[src/rtl/flash_prog_defines.svh]
// offsets, field positions and timing counts for the in-system flash programmer
`ifndef FLASH_PROG_DEFINES_SVH
`define FLASH_PROG_DEFINES_SVH
`define SFR_ADDR_HIGH 8'hf4
`define SFR_ADDR_LOW 8'hf5
`define SFR_WRITE_BYTE 8'hf6
`define SFR_OP_CONTROL 8'hf7
`define SFR_RESET_VAL 8'h00
`define CTL_START_BIT 7
`define CTL_PGSE_BIT 6
`define CTL_PGS_HI 5
`define CTL_PGS_LO 4
`define CTL_OP_HI 1
`define CTL_OP_LO 0
`define CTL_WRITABLE_MASK 8'hf3
`define REGION_BASE 16'h4000
`define REGION_TOP 16'h4fff
`define LOCK_STEP_BYTES 16'h0200
`define LOCK_MAX 4'h8
`define BLANK_BYTE 8'hff
`define PROTECTED_READ 8'h00
`define OP_TIME_NS 40
`define OP_CYCLES ((`OP_TIME_NS + 3) / 4)
`define STRAP_WINDOW_CYCLES 8
`endif

[src/rtl/flash_prog_pkg.sv]
// types for the in-system flash programmer
package flash_prog_pkg;
	typedef enum logic [1:0] {
		OP_BYTE_PROGRAM = 2'h0,
		OP_CHIP_PROTECT = 2'h1,
		OP_PAGE_ERASE = 2'h2,
		OP_CHIP_ERASE = 2'h3
	} flash_op_t;
	typedef enum logic [1:0] {
		ST_IDLE = 2'h0,
		ST_CHECK = 2'h1,
		ST_RUN = 2'h3,
		ST_DONE = 2'h2
	} seq_state_t;
endpackage : flash_prog_pkg

[src/rtl/flash_prog.sv]
// in-system flash programming sequencer with its four special function registers
// Functional notes
// hardware sequences byte program, chip erase, page erase, protect from registers
// service area sized in 512-byte steps by lock value 0..8
// lock zero means no service area, whole region is program memory
// service area ends at region top and grows downward per lock step
// flash erase keeps the locked service area intact
// service area readable unless protected; after protect nothing is readable
// area locks automatically; only external programmer may erase it
// blank first location at reset starts at service area address
// core jump may transfer control to the service area start
// reset with both port-2 straps low enters service program if enabled
// reset with port-4 strap in entry state enters service program if enabled
// straps sampled only in reset window, entry needs no software
// firmware restarts normal code by reset, watchdog or jump to zero
// target address is high register over low register
// program or page erase inside service area has no flash effect
// eight-bit data register holds the byte to program
// all registers reset zero; control bit layout start, pgse, pgs, op
// op codes 00 program, 01 protect, 10 page, 11 chip; needs start
// page 512 bytes, or 256/128 when selection enabled; 11 reserved
// operation starts at control write; page erase clears the whole page
// chip erase spares service area; protected reads return zero
// fetch stalls while busy, then start bit clears
`timescale 1ns/100ps
`include "flash_prog_defines.svh"
module flash_prog
	import flash_prog_pkg::*;
(
	input wire logic CORE_CLK,
	input wire logic RESET,
	input wire logic SFR_WR,
	input wire logic SFR_RD,
	input wire logic [7:0] SFR_ADDR,
	input wire logic [7:0] SFR_WDATA,
	output logic [7:0] SFR_RDATA,
	input wire logic [3:0] LOCK_N,
	input wire logic STRAP_P2_EN,
	input wire logic STRAP_P4_EN,
	input wire logic ENTRY_STRAP_A,
	input wire logic ENTRY_STRAP_B,
	input wire logic ENTRY_STRAP_C,
	input wire logic [7:0] FLASH_BYTE0,
	input wire logic FLASH_PROTECTED,
	input wire logic FLASH_READY,
	input wire logic [7:0] FLASH_RDATA_RAW,
	output logic [7:0] FLASH_RDATA,
	output logic FLASH_REQ,
	output logic [1:0] FLASH_OP,
	output logic [15:0] FLASH_ADDR,
	output logic [15:0] FLASH_LAST,
	output logic [7:0] FLASH_WDATA,
	output logic [15:0] FLASH_KEEP_FROM,
	output logic FETCH_STALL,
	output logic [15:0] RESET_VECTOR,
	output logic SERVICE_MODE,
	output logic [15:0] SERVICE_START
);
	logic [7:0] addr_high_r, addr_high_nxt;
	logic [7:0] addr_low_r, addr_low_nxt;
	logic [7:0] wbyte_r, wbyte_nxt;
	logic [7:0] ctl_r, ctl_nxt;
	seq_state_t state_r, state_nxt;
	logic [3:0] cnt_r, cnt_nxt;
	logic req_r, req_nxt;
	logic stall_r, stall_nxt;
	logic [3:0] win_r, win_nxt;
	logic service_r, service_nxt;
	logic [15:0] vector_r, vector_nxt;
	logic [7:0] rdata_r, rdata_nxt;
	logic [7:0] frd_r;
	logic sa_q, sb_q, sc_q;
	logic [15:0] target;
	logic [15:0] area_start, page_base, page_last;
	logic in_area, size_ok;
	logic ctl_write;

	strap_sync u_sync_a (.clk(CORE_CLK), .d(ENTRY_STRAP_A), .q(sa_q));
	strap_sync u_sync_b (.clk(CORE_CLK), .d(ENTRY_STRAP_B), .q(sb_q));
	strap_sync u_sync_c (.clk(CORE_CLK), .d(ENTRY_STRAP_C), .q(sc_q));

	assign target = {addr_high_r, addr_low_r};
	assign ctl_write = SFR_WR && SFR_ADDR == `SFR_OP_CONTROL;

	service_area_map u_map (
		.clk(CORE_CLK),
		.lock_n(LOCK_N),
		.target(target),
		.pgse(ctl_r[`CTL_PGSE_BIT]),
		.pgs(ctl_r[`CTL_PGS_HI:`CTL_PGS_LO]),
		.area_start(area_start),
		.in_area(in_area),
		.page_base(page_base),
		.page_last(page_last),
		.size_ok(size_ok)
	);

	// register file and read mux
	always_comb begin
		addr_high_nxt = addr_high_r;
		addr_low_nxt = addr_low_r;
		wbyte_nxt = wbyte_r;
		ctl_nxt = ctl_r;
		rdata_nxt = rdata_r;
		if (SFR_WR && state_r == ST_IDLE) begin
			unique case (SFR_ADDR)
				`SFR_ADDR_HIGH: addr_high_nxt = SFR_WDATA;
				`SFR_ADDR_LOW: addr_low_nxt = SFR_WDATA;
				`SFR_WRITE_BYTE: wbyte_nxt = SFR_WDATA;
				`SFR_OP_CONTROL: ctl_nxt = SFR_WDATA & `CTL_WRITABLE_MASK;
				default: ;
			endcase
		end
		if (state_r == ST_DONE) begin
			ctl_nxt[`CTL_START_BIT] = 1'b0;
		end
		if (SFR_RD) begin
			unique case (SFR_ADDR)
				`SFR_ADDR_HIGH: rdata_nxt = addr_high_r;
				`SFR_ADDR_LOW: rdata_nxt = addr_low_r;
				`SFR_WRITE_BYTE: rdata_nxt = wbyte_r;
				`SFR_OP_CONTROL: rdata_nxt = ctl_r;
				default: rdata_nxt = 8'h00;
			endcase
		end
	end

	// operation sequencer
	always_comb begin
		state_nxt = state_r;
		cnt_nxt = cnt_r;
		req_nxt = 1'b0;
		stall_nxt = stall_r;
		unique case (state_r)
			ST_IDLE: begin
				// start on control write with start set
				if (ctl_write && SFR_WDATA[`CTL_START_BIT]) begin
					state_nxt = ST_CHECK;
					stall_nxt = 1'b1;
				end
			end
			ST_CHECK: begin
				state_nxt = ST_RUN;
				cnt_nxt = 4'(`OP_CYCLES);
				// service area writes and reserved page size are dropped
				if ((ctl_r[1:0] == OP_BYTE_PROGRAM || ctl_r[1:0] == OP_PAGE_ERASE) && in_area) begin
					state_nxt = ST_DONE;
				end else if (ctl_r[1:0] == OP_PAGE_ERASE && !size_ok) begin
					state_nxt = ST_DONE;
				end else begin
					req_nxt = 1'b1;
				end
			end
			ST_RUN: begin
				if (cnt_r != 4'h0) begin
					cnt_nxt = cnt_r - 4'h1;
				end else if (FLASH_READY) begin
					state_nxt = ST_DONE;
				end
			end
			ST_DONE: begin
				state_nxt = ST_IDLE;
				stall_nxt = 1'b0;
			end
		endcase
	end

	// reset entry: strobe window and vector selection
	always_comb begin
		win_nxt = win_r;
		service_nxt = service_r;
		vector_nxt = vector_r;
		if (win_r != 4'h0) begin
			win_nxt = win_r - 4'h1;
			// straps only count inside the window
			if ((STRAP_P2_EN && !sa_q && !sb_q) || (STRAP_P4_EN && !sc_q)) begin
				service_nxt = LOCK_N != 4'h0;
			end
			if (FLASH_BYTE0 == `BLANK_BYTE && LOCK_N != 4'h0) begin
				service_nxt = 1'b1;
			end
		end
		vector_nxt = service_nxt ? area_start : 16'h0000;
	end

	always_ff @(posedge CORE_CLK) begin
		if (RESET) begin
			addr_high_r <= `SFR_RESET_VAL;
			addr_low_r <= `SFR_RESET_VAL;
			wbyte_r <= `SFR_RESET_VAL;
			ctl_r <= `SFR_RESET_VAL;
			rdata_r <= 8'h00;
			state_r <= ST_IDLE;
			cnt_r <= 4'h0;
			req_r <= 1'b0;
			stall_r <= 1'b0;
			win_r <= 4'(`STRAP_WINDOW_CYCLES);
			service_r <= 1'b0;
			vector_r <= 16'h0000;
			frd_r <= 8'h00;
		end else begin
			addr_high_r <= addr_high_nxt;
			addr_low_r <= addr_low_nxt;
			wbyte_r <= wbyte_nxt;
			ctl_r <= ctl_nxt;
			rdata_r <= rdata_nxt;
			state_r <= state_nxt;
			cnt_r <= cnt_nxt;
			req_r <= req_nxt;
			stall_r <= stall_nxt;
			win_r <= win_nxt;
			service_r <= service_nxt;
			vector_r <= vector_nxt;
			frd_r <= FLASH_PROTECTED ? `PROTECTED_READ : FLASH_RDATA_RAW;
		end
	end

	// flash command outputs
	always_ff @(posedge CORE_CLK) begin
		if (RESET) begin
			FLASH_ADDR <= 16'h0000;
			FLASH_LAST <= 16'h0000;
			FLASH_OP <= 2'h0;
			FLASH_WDATA <= 8'h00;
			FLASH_KEEP_FROM <= 16'h0000;
		end else if (state_r == ST_CHECK) begin
			FLASH_OP <= ctl_r[`CTL_OP_HI:`CTL_OP_LO];
			FLASH_ADDR <= (ctl_r[1:0] == OP_PAGE_ERASE) ? page_base : target;
			FLASH_LAST <= (ctl_r[1:0] == OP_PAGE_ERASE) ? page_last : target;
			FLASH_WDATA <= wbyte_r;
			// chip erase stops short of the locked area
			FLASH_KEEP_FROM <= (LOCK_N == 4'h0) ? 16'hffff : area_start;
		end
	end

	assign SFR_RDATA = rdata_r;
	assign FLASH_REQ = req_r;
	assign FETCH_STALL = stall_r;
	assign FLASH_RDATA = frd_r;
	assign RESET_VECTOR = vector_r;
	assign SERVICE_MODE = service_r;
	// jump target for the core
	assign SERVICE_START = area_start;
endmodule : flash_prog

[src/rtl/strap_sync.sv]
// two-flop synchroniser for the entry strap pins
`timescale 1ns/100ps
module strap_sync (
	input wire logic clk,
	input wire logic d,
	output logic q
);
	logic meta_r;
	always_ff @(posedge clk) begin
		meta_r <= d;
		q <= meta_r;
	end
endmodule : strap_sync

[src/rtl/service_area_map.sv]
// service area bounds and page base from lock value and page select
`timescale 1ns/100ps
`include "flash_prog_defines.svh"
module service_area_map (
	input wire logic clk,
	input wire logic [3:0] lock_n,
	input wire logic [15:0] target,
	input wire logic pgse,
	input wire logic [1:0] pgs,
	output logic [15:0] area_start,
	output logic in_area,
	output logic [15:0] page_base,
	output logic [15:0] page_last,
	output logic size_ok
);
	logic [3:0] n_clip;
	logic [15:0] start_c;
	logic [15:0] mask_c;
	always_comb begin
		n_clip = (lock_n > `LOCK_MAX) ? `LOCK_MAX : lock_n;
		// area grows down from the region top by one step per lock count
		start_c = 16'(`REGION_TOP + 16'h0001 - 16'(n_clip) * `LOCK_STEP_BYTES);
		mask_c = 16'h01ff;
		if (pgse && pgs == 2'h1) begin
			mask_c = 16'h00ff;
		end else if (pgse && pgs == 2'h2) begin
			mask_c = 16'h007f;
		end
	end
	// area bounds registered, they only move with the lock value or the address registers
	always_ff @(posedge clk) begin
		area_start <= start_c;
		// no area at lock zero
		in_area <= (n_clip != 4'h0) && (target >= start_c) && (target <= `REGION_TOP);
	end
	// page fields follow the control register at once, the check state reads them right after the write
	assign page_base = target & ~mask_c;
	assign page_last = target | mask_c;
	assign size_ok = !(pgse && pgs == 2'h3);
endmodule : service_area_map

[config.mk]
export PLATFORM = sky130hd
export DESIGN_NAME = flash_prog
export DESIGN_NICKNAME = d
export VERILOG_FILES = /design/src/rtl/flash_prog_pkg.sv /design/src/rtl/flash_prog.sv /design/src/rtl/strap_sync.sv /design/src/rtl/service_area_map.sv
export VERILOG_INCLUDE_DIRS = /design/src /design/src/rtl
export SDC_FILE = /design/constraint.sdc
export NUM_CORES = 1
export LEC_CHECK = 0
export CELL_PAD_IN_SITES_DETAIL_PLACEMENT = 1
export CELL_PAD_IN_SITES_GLOBAL_PLACEMENT = 1
export CORE_AREA = 2 2 105 107
export CTS_BUF_LIST = sky130_fd_sc_hd__clkbuf_4
export CTS_CLUSTER_SIZE = 16
export DETAILED_ROUTE_END_ITERATION = 7
export DIE_AREA = 0 0 107 109
export DONT_BUFFER_PORTS = 1
export PLACE_DENSITY_LB_ADDON = 0.05
export REMOVE_ABC_BUFFERS = 1
export SLEW_MARGIN = 20
export SYNTH_ARGS = -nofsm -noshare
export SYNTH_HDL_FRONTEND = slang
export SYNTH_SLANG_ARGS = --single-unit
[constraint.sdc]
create_clock -name CORE_CLK -period 1.9 [get_ports CORE_CLK]
set_clock_uncertainty 0.1 [all_clocks]
set_input_delay 0.095 -clock CORE_CLK [delete_from_list [all_inputs] [get_ports CORE_CLK]]
set_output_delay 0.095 -clock CORE_CLK [all_outputs]
set_load 0.02 [all_outputs]
==> qor.yml, run 1 <==
placement:
  dpl.cell_count: 658
  placed_area_sq_um: 4970
  place_congestion: 0.753
  port_buffers: 0
  place.detailed.hpwl_microns: 9080
  dp_slack_ns: 0.0663
grt:
  antenna_found_initial: 0
  overflow: 0
  grt_first_pass_wirelength_microns: 21300
  grt_pass1_vias: 4085
  grt_use_total_pct: 24.1
  grt_max_degree: 90
worst_setup_path:
  path_class: "reg -> reg"
  crit_slowest_cell: "or4b_1"
  slowest_delay_ns: 0.50
  cp_top_family: "simple AND/OR/NAND/NOR gates"
  critPathLaunchType: "flop"
  crit_arrival_ns: 2.14
  cp.required_ns: 2.21
  end_kind: "flop"
  worstPathCellList: "or4b_1 -> or4_4 -> buf_6 -> mux2i_1 -> nor2_1"
  path_buf_inv: 1
  path_max_fanout: 8
logic_synthesis:
  synth_compound_area_share_pct: 8.95
  synth_seq_cells: 120
  synth_ff_type: "dfxtp_1"
  ys.warnings.count: 0
  synth_top_family_by_area: "simple AND/OR/NAND/NOR gates"
  yosys.area_share.simple_pct: 20.7
  synthXorXnorAreaFrac_pct: 0.533
  syn_area_sq_um: 4930
  synth.top_cell.area_share_pct: 48.7
  synthCells: 541
  synthDistinctLibCells: 48
  ys_top_cells_by_area: "dfxtp_1, mux2i_1, nor2_1"
  yosysSeqAreaShare_pct: 48.7
  synthAdderAreaFrac_pct: 2.28
  yosysTopAreaCell: "dfxtp_1"
  async_flop_share_pct: 0
  avgSynthCellArea_sq_um: 9.12
  synth.area.mux_share_pct: 9.23
  yosysMostFrequentCell: "dfxtp_1"
  synth_edf_count: 0
  synthTopCellsByCount: "dfxtp_1, nor2_1, nand2_1"
floorplanning:
  core-area_sq_um: 10600
  start_util_pct: 46.5
  die_w_microns: 107
  io_pins: 156
  design.die.area_sq_um: 11700
  rows: 38
  dieHeight_microns: 109
outcome:
  outcome: "complete, but fails checks"
  violations: "negative hold slack"
clock_tree:
  clk-insertion-delay-late_ns: 0.51
  cts.path.max_buffers: 2
  cts_buffers: 17
  cts-root-buf: "clkbuf_4"
  htree_levels: 4
  cts_tree: "built"
  cts.sinks: 120
  cts.clk_slew.worst_paths_ns: 0.11
drt:
  first_pass_iters: 4
  vias: 3904
  antenna_left: 0
  initialDrtViolationCount: 174
  drc: 0
  drt_wl_total_microns: 13500
  drt-wirelength-per-cell_microns: 18.4
  post_drt_via_cell_ratio: 5.34
power_and_ir_drop:
  p_leak_uw: 0.00223
  powerDensity_nw_per_um2: 932
  ir_drop_mv: 0.453
timing:
  slew_headroom_pct: 58.2
  min_period_ns: 1.83
  max_clock_freq_mhz: 545
  slew_violations: 0
  fin_hold_ws_ns: -0.433
  rsz0062_at_grt: "yes"
  fin_crit_sh_pct: 96.5
  finalHoldViolCount: 87
  final.setup.worst_slack_ns: 0.0659
  finalSetupViolCount: 0
  final.setup.tns_ns: 0
  worst_pin_slew_ns: 0.622
final_layout:
  fin_area_sq_um: 5790
  antenna_cells: 0
  drive_gt1_share_pct: 12.5
  instances_no_fill: 731
  syn2layout_area_growth_pct: 17.5
  final_nets: 634
flow_run:
  maxCapViolCount: 0
hold_path:
  holdCritPathClass: "in -> reg"
final timing paths:
check             cells past startpoint                     from  slack (ns)                          end
setup / recovery                      5  state_r[1]$_SDFFE_PP0P_        0.07  addr_high_r[6]$_SDFFE_PP0P_
hold / removal                        1                    RESET       -0.43   FLASH_LAST[0]$_SDFFE_PP0P_
setup reg to reg                      5  state_r[1]$_SDFFE_PP0P_        0.07  addr_high_r[6]$_SDFFE_PP0P_
hold reg to reg                       0  u_sync_c.meta_r$_DFF_P_        0.24           u_sync_c.q$_DFF_P_
stage by stage:
step                total power (uW)  utilization, %
detailed placement              3060            46.8
global placement                3030            46.8
global route                    5630            54.6
CTS                             5410            53.8
finish                          5400            54.6
floorplan                       2980               -
state kept, by name, indices dropped and copies added (netlist names), 7 cells and up:
signal and count:
FLASH_ADDR 16, FLASH_KEEP_FROM 7, FLASH_LAST 9, FLASH_RDATA 8, FLASH_WDATA 8, SFR_RDATA 8, addr_high_r 8, addr_low_r 8
wbyte_r 8
per-layer routing:
layer / vias to the layer above / part of all wire, % / track usage, % / wire length (microns)
met3: 8 / 5.6 / 7.23 / 760
met2: 105 / 53 / 43.5 / 7140
met5: - / 0 / 0 / 0
met4: 0 / 0.65 / 5.84 / 88
li1: 1857 / - / - / -
met1: 1934 / 41 / 28.0 / 5480
where the power goes:
group | internal [uW] | switching (uW) | total, uW
Sequential | 2590 | 99.9 | 2690
Combinational | 215 | 217 | 432
Clock | 1310 | 965 | 2280
Total | 4120 | 1280 | 5400
repair_timing:
action / in CTS / in global routing
gates resized for setup: 1 / 18
hold endpoints to repair: 115 / 97
hold buffers: 36 / 4
endpoints found under the setup margin: 3 / 30
pin swaps: 2 / 3
setup buffers: 2 / 0
final cells by class:
type	instances	area, sq um
tap	140	175
timing repair buffer	62	582
sequential	120	2410
clock buffer	18	135
inverter	22	82.6
fill	1223	4810
multi-input combinational	355	2180
clock inverter	14	229
cells by family after synthesis:
logic type / after synthesis
flops: 120
fa+ha+maj: 9
buf+inv: 86
mux: 38
simple gates: 210
other cells: 2
xor+xnor: 3
compound gates: 73
layout by cell type (no fill, tap or decap), drive strengths merged, types with 18 or more instances in the layout:
cell and instances:
dfxtp 120, a21oi 26, mux2i 32, buf 23, nand2 51, o21ai 22
inv 21, conb 22, dlygate4sd3 36, nor3 22, nor2 74, clkbuf 18
Note: power is estimated with default switching activity, not from simulation.
==> run 2, diff against run 1 <==
- PLACE_DENSITY_LB_ADDON: 0.05 -> 0.3
==> qor.yml, run 2 (synthesis gave the netlist of run 1 again) <==
final_layout:
  largest_reg_flops: 16  # unchanged
  final_cell_mix: "dfxtp_1, nor2_1, nand2_1, dlygate4sd3_1, mux2i_1"  # unchanged
  largest_register: "FLASH_ADDR"  # unchanged
  drive_gt1_share_pct: 12.8  # was 12.5%
  final_nets: 636  # was 634
  syn2layout_area_growth_pct: 15.9  # was 17.5%
  finish.utilization_pct: 53.9  # was 54.6%
  multi_input_area_sq_um: 2190  # was 2180 sq um
  fin_area_sq_um: 5720  # was 5790 sq um
  regArea_sq_um: 2410  # about the same
  antenna_cells: 0  # unchanged
  final_common_cell: "dfxtp_1"  # unchanged
  reg_top3: "FLASH_ADDR (16), FLASH_LAST (9)"  # unchanged
  nFillCells: 1233  # was 1223
placement:
  port_buffers: 0  # unchanged
  dp_slack_ns: 0.0147  # was 0.0663 ns
  placed_area_sq_um: 4980  # was 4970 sq um
  place_congestion: 0.812  # was 0.753
  place.detailed.hpwl_microns: 9320  # was 9080 microns
worst_setup_path:
  cp.required_ns: 2.24  # was 2.21 ns
  crit_arrival_ns: 2.31  # was 2.14 ns
  slowest_delay_ns: 0.52  # was 0.50 ns
  path_buf_inv: 1  # unchanged
  critPathLaunchType: "flop"  # unchanged
  end_kind: "flop"  # unchanged
  cp_top_family: "simple AND/OR/NAND/NOR gates"  # unchanged
  crit_slowest_cell: "or4b_1"  # unchanged
  path_class: "reg -> reg"  # unchanged
  path_max_fanout: 8  # unchanged
  worstPathCellList: "or4b_1 -> or4_4 -> buf_6 -> mux2i_2 -> nor2_1"  # was or4b_1 -> or4_4 -> buf_6 -> mux2i_1 -> nor2_1
timing:
  fin_crit_sh_pct: 103  # was 96.5%
  min_period_ns: 1.97  # was 1.83 ns
  slew_headroom_pct: 58.0  # was 58.2%
  max_clock_freq_mhz: 509  # was 545 MHz
  worst_pin_slew_ns: 0.625  # was 0.622 ns
  final.setup.worst_slack_ns: -0.0653  # was 0.0659 ns
  fin_hold_ws_ns: -0.448  # was -0.433 ns
  finalSetupViolCount: 2  # was 0
  finalHoldViolCount: 87  # unchanged
  slew_violations: 0  # unchanged
  rsz0062_at_grt: "yes"  # unchanged
floorplanning:
  io_pins: 156  # unchanged
  die_w_microns: 107  # unchanged
  design.die.area_sq_um: 11700  # unchanged
  start_util_pct: 46.5  # unchanged
  core-area_sq_um: 10600  # unchanged
  rows: 38  # unchanged
  dieHeight_microns: 109  # unchanged
grt:
  grt_use_total_pct: 25.5  # was 24.1%
  grt_first_pass_wirelength_microns: 22400  # was 21300 microns
  antenna_found_initial: 0  # unchanged
  grtUsageMet1_pct: 28.2  # was 28.0%
  grt_pass1_vias: 4245  # was 4085
  grt.busiest_layer: "met2"  # unchanged
  overflow: 0  # unchanged
  use_met2_pct: 45.5  # was 43.5%
  grt_max_degree: 90  # unchanged
  grt_use_met3_pct: 8.49  # was 7.23%
clock_tree:
  cts.path.max_buffers: 2  # unchanged
  cts_tree: "built"  # unchanged
  cts-root-buf: "clkbuf_4"  # unchanged
  hold_buffers: 39  # was 36
  cts.sinks: 120  # unchanged
  clk-insertion-delay-late_ns: 0.53  # was 0.51 ns
  htree_levels: 4  # unchanged
  cts_buffers: 17  # unchanged
  cts.clk_slew.worst_paths_ns: 0.10  # was 0.11 ns
drt:
  vias: 3960  # was 3904
  antenna_left: 0  # unchanged
  drt-wirelength-per-cell_microns: 20.3  # was 18.4 microns
  drt_wl_total_microns: 14900  # was 13500 microns
  initialDrtViolationCount: 156  # was 174
  drc: 0  # unchanged
  post_drt_via_cell_ratio: 5.41  # was 5.34
  first_pass_iters: 4  # unchanged
power_and_ir_drop:
  powerDensity_nw_per_um2: 860  # was 932 nW/um^2
  p_leak_uw: 0.00217  # was 0.00223 uW
  ir_drop_mv: 0.300  # was 0.453 mV
hold_path:
  holdCritPathClass: "in -> reg"  # unchanged
outcome:
  outcome: "complete, but fails checks"  # unchanged
  violations: "negative hold slack, negative setup slack"  # was negative hold slack
flow_run:
  maxCapViolCount: 0  # unchanged
==> run 2: changes by cell type in the layout (fill, tap and decap cells not counted), sizes merged <==
cell / delta
clkbuf: -1
inv: +1
dlygate4sd3: +1
clkinvlp: +1
bufinv: -4
clkinv: +2
dlymetal6s4s: -1
buf: +2
==> run 2: metrics by stage <==
stage	std cells	power (uW)	TNS (ns)
2_1_floorplan	497	2980	-17.74
3_3_place_gp	660	3030	0
3_5_place_dp	660	3060	0
4_1_cts	730	4870	0
5_1_grt	732	5130	-0.187
6_report	732	4920	-0.0838
==> run 2: metal layers <==
layer	routed length, microns	share of wire (%)
met3	904	6.1
met5	0	0
met2	7800	52
met1	5920	40
met4	246	1.7
==> run 2: where the power goes <==
part	internal (uW)	leakage (uW)	switching (uW)	total [uW]
Clock	756	0.000134	1000	1760
Sequential	2600	0.000976	111	2710
Combinational	232	0.00106	223	455
Total	3580	0.00217	1330	4920
==> run 2: final timing paths <==
| check | slack, ns | cells past startpoint | endpoint | startpoint |
|---|---|---|---|---|
| min | -0.45 | 1 | FETCH_STALL$_SDFFE_PP0P_ | RESET |
| min reg2reg | 0.26 | 0 | u_sync_a.q$_DFF_P_ | u_sync_a.meta_r$_DFF_P_ |
| max reg2reg | -0.07 | 5 | addr_high_r[2]$_SDFFE_PP0P_ | state_r[1]$_SDFFE_PP0P_ |
| max | -0.07 | 5 | addr_high_r[2]$_SDFFE_PP0P_ | state_r[1]$_SDFFE_PP0P_ |
==> run 2: worst reg2reg max path, delay by kind of cell (launching register included) <==
| kind | cells | cell delay, ns |
|---|---|---|
| buffers and inverters | 1 | 0.17 |
| AND/OR/NAND/NOR | 3 | 1.13 |
| multiplexers | 1 | 0.16 |
| flip-flops | 1 | 0.33 |
==> run 2: repair_timing <==
action,CTS,global route
gates resized for setup,0,22
hold endpoints to repair,116,87
endpoints found under the setup margin,0,32
setup buffers,0,2
==> run 2: area by class of cell <==
cell class	count	share of cell area, %
Sequential cell	120	42.2
Clock buffer	17	2.23
Inverter	22	1.44
Tap cell	140	3.06
Clock inverter	14	2.34
Timing Repair Buffer	64	10.4
Multi-Input combinational cell	355	38.4
==> run 3, diff against run 2 <==
- PLACE_DENSITY_LB_ADDON: 0.3 -> 0.1
==> qor.yml, run 3 (synthesis gave the netlist of run 1 again) <==
outcome:
  outcome: "complete, but fails checks"  # unchanged
  violations: "negative hold slack, negative setup slack"  # unchanged
final_layout:
  fin_area_sq_um: 5810  # was 5720 sq um
  final_common_cell: "dfxtp_1"  # unchanged
  largest_register: "FLASH_ADDR"  # unchanged
  multi_input_area_sq_um: 2180  # was 2190 sq um
  drive_gt1_share_pct: 11.6  # was 12.8%
  antenna_cells: 0  # unchanged
  final_cell_mix: "dfxtp_1, nor2_1, nand2_1, dlygate4sd3_1, mux2i_1"  # unchanged
  nFillCells: 1213  # was 1233
  largest_reg_flops: 16  # unchanged
  regArea_sq_um: 2410  # unchanged
  finish.utilization_pct: 54.8  # was 53.9%
  final_nets: 631  # was 636
  reg_top3: "FLASH_ADDR (16), FLASH_LAST (9)"  # unchanged
  syn2layout_area_growth_pct: 17.8  # was 15.9%
timing:
  final.setup.tns_ns: -0.0310  # was -0.0838 ns
  finalSetupViolCount: 4  # was 2
  slew_violations: 0  # unchanged
  fin_hold_ws_ns: -0.476  # was -0.448 ns
  slew_headroom_pct: 51.3  # was 58.0%
  worst_pin_slew_ns: 0.725  # was 0.625 ns
  rsz0062_at_grt: "yes"  # unchanged
  fin_crit_sh_pct: 101  # was 103%
  final.setup.worst_slack_ns: -0.0153  # was -0.0653 ns
  max_clock_freq_mhz: 522  # was 509 MHz
  min_period_ns: 1.92  # was 1.97 ns
  finalHoldViolCount: 87  # unchanged
worst_setup_path:
  worstPathCellList: "dlygate4sd3_1 -> or4b_1 -> or4_4 -> buf_8 -> mux2i_1 -> nor2_1"  # was or4b_1 -> or4_4 -> buf_6 -> mux2i_2 -> nor2_1
  cp_top_family: "simple AND/OR/NAND/NOR gates"  # unchanged
  crit_arrival_ns: 2.24  # was 2.31 ns
  cp.required_ns: 2.22  # was 2.24 ns
  timing.rr.end: "addr_high_r[2]$_SDFFE_PP0P_"  # unchanged
  end_kind: "flop"  # unchanged
  worstRegToRegCells: 5  # unchanged
  path_buf_inv: 2  # was 1
  path_class: "in -> reg"  # was reg -> reg
  critPathLaunchType: "input port"  # was flop
  worstReg2RegStart: "state_r[1]$_SDFFE_PP0P_"  # unchanged
  slowest_delay_ns: 0.75  # was 0.52 ns
  path_max_fanout: 11  # was 8
  crit_slowest_cell: "dlygate4sd3_1"  # was or4b_1
  rrSetupSlack_ns: 0.02  # was -0.07 ns
grt:
  grt_pass1_vias: 4229  # was 4245
  grt_use_total_pct: 24.5  # was 25.5%
  grt_max_degree: 90  # unchanged
  grt_first_pass_wirelength_microns: 21700  # was 22400 microns
  antenna_found_initial: 0  # unchanged
  overflow: 0  # unchanged
floorplanning:
  dieHeight_microns: 109  # unchanged
  rows: 38  # unchanged
  core-area_sq_um: 10600  # unchanged
  die_w_microns: 107  # unchanged
  design.die.area_sq_um: 11700  # unchanged
  io_pins: 156  # unchanged
  start_util_pct: 46.5  # unchanged
clock_tree:
  cts.path.max_buffers: 2  # unchanged
  cts.sinks: 120  # unchanged
  htree_levels: 4  # unchanged
  cts_buffers: 17  # unchanged
  cts-root-buf: "clkbuf_4"  # unchanged
  cts.clk_slew.worst_paths_ns: 0.10  # about the same
  clk-insertion-delay-late_ns: 0.53  # about the same
  cts_tree: "built"  # unchanged
drt:
  post_drt_via_cell_ratio: 5.42  # was 5.41
  first_pass_iters: 4  # unchanged
  drt_wl_total_microns: 13700  # was 14900 microns
  drc: 0  # unchanged
  vias: 3947  # was 3960
  drt-wirelength-per-cell_microns: 18.9  # was 20.3 microns
  antenna_left: 0  # unchanged
  initialDrtViolationCount: 166  # was 156
power_and_ir_drop:
  ir_drop_mv: 0.398  # was 0.300 mV
  p_leak_uw: 0.00221  # was 0.00217 uW
  powerDensity_nw_per_um2: 970  # was 860 nW/um^2
  p_total_uw: 5640  # was 4920 uW
hold_path:
  whs_path_depth: 1  # unchanged
  holdCritPathClass: "in -> reg"  # unchanged
  hp-start: "RESET"  # unchanged
  hold-path-endpoint: "FLASH_OP[0]$_SDFFE_PP0P_"  # was FETCH_STALL$_SDFFE_PP0P_
placement:
  place_congestion: 0.752  # was 0.812
  place.detailed.hpwl_microns: 9030  # was 9320 microns
  placed_area_sq_um: 4950  # was 4980 sq um
  port_buffers: 0  # unchanged
  dp_slack_ns: 0.0193  # was 0.0147 ns
flow_run:
  maxCapViolCount: 0  # unchanged
[run 3: per-layer routing]
layer	global-route usage [%]	vias to the layer above	share of wire, %
met5	0	-	0
met4	9.09	0	2.3
met3	8.73	28	6.1
met2	40.9	115	50
met1	29.0	1947	42
li1	-	1857	-
[run 3: cell type report]
type                       instances  area share [%]
multi-input combinational        355            37.5
timing repair buffer              59            9.64
clock inverter                    15            4.80
tap                              140            3.01
inverter                          22            1.42
sequential                       120            41.5
clock buffer                      17            2.20
[run 3: timing repair]
item,in CTS,in global routing
setup endpoints to repair,1,30
setup buffers,0,0
endpoints found under the hold margin,115,94
pin swaps,0,2
hold buffers,39,2
resized for setup,1,17
[run 3: how the worst max path moves through the flow]
| stage | startpoint | cells after the start | end | slack (ns) |
|---|---|---|---|---|
| finish | SFR_ADDR[1] | 6 | addr_high_r[2]$_SDFFE_PP0P_ | -0.02 |
| floorplan | state_r[0]$_SDFFE_PP0P_ | 4 | wbyte_r[0]$_SDFFE_PP0P_ | -0.77 |
| detailed placement | state_r[1]$_SDFFE_PP0P_ | 6 | ctl_r[1]$_SDFFE_PP0P_ | 0.02 |
| CTS | SFR_ADDR[1] | 6 | addr_high_r[5]$_SDFFE_PP0P_ | 0.004 |
| global placement | state_r[1]$_SDFFE_PP0P_ | 5 | addr_high_r[2]$_SDFFE_PP0P_ | 0.11 |
| global route | SFR_ADDR[1] | 6 | addr_high_r[5]$_SDFFE_PP0P_ | -0.05 |
[run 3: worst register-to-register path: stages, from the launching register on]
cell	delay [ns]
dfxtp_2	0.34
or4b_1	0.52
or4_4	0.44
buf_8	0.16
mux2i_1	0.15
nor2_1	0.06
[run 3: power by group]
part | total (uW) | leakage, uW | switching (uW) | internal [uW]
clock network | 2530 | 0.000202 | 973 | 1560
logic | 410 | 0.00103 | 200 | 209
registers | 2700 | 0.000976 | 103 | 2590
[run 3: metrics by stage]
step	hold WS, ns	cells
CTS	-0.516	727
finish	-0.476	728
global placement	0.0228	656
detailed placement	0.0228	656
global route	-0.529	728
floorplan	0.0227	497
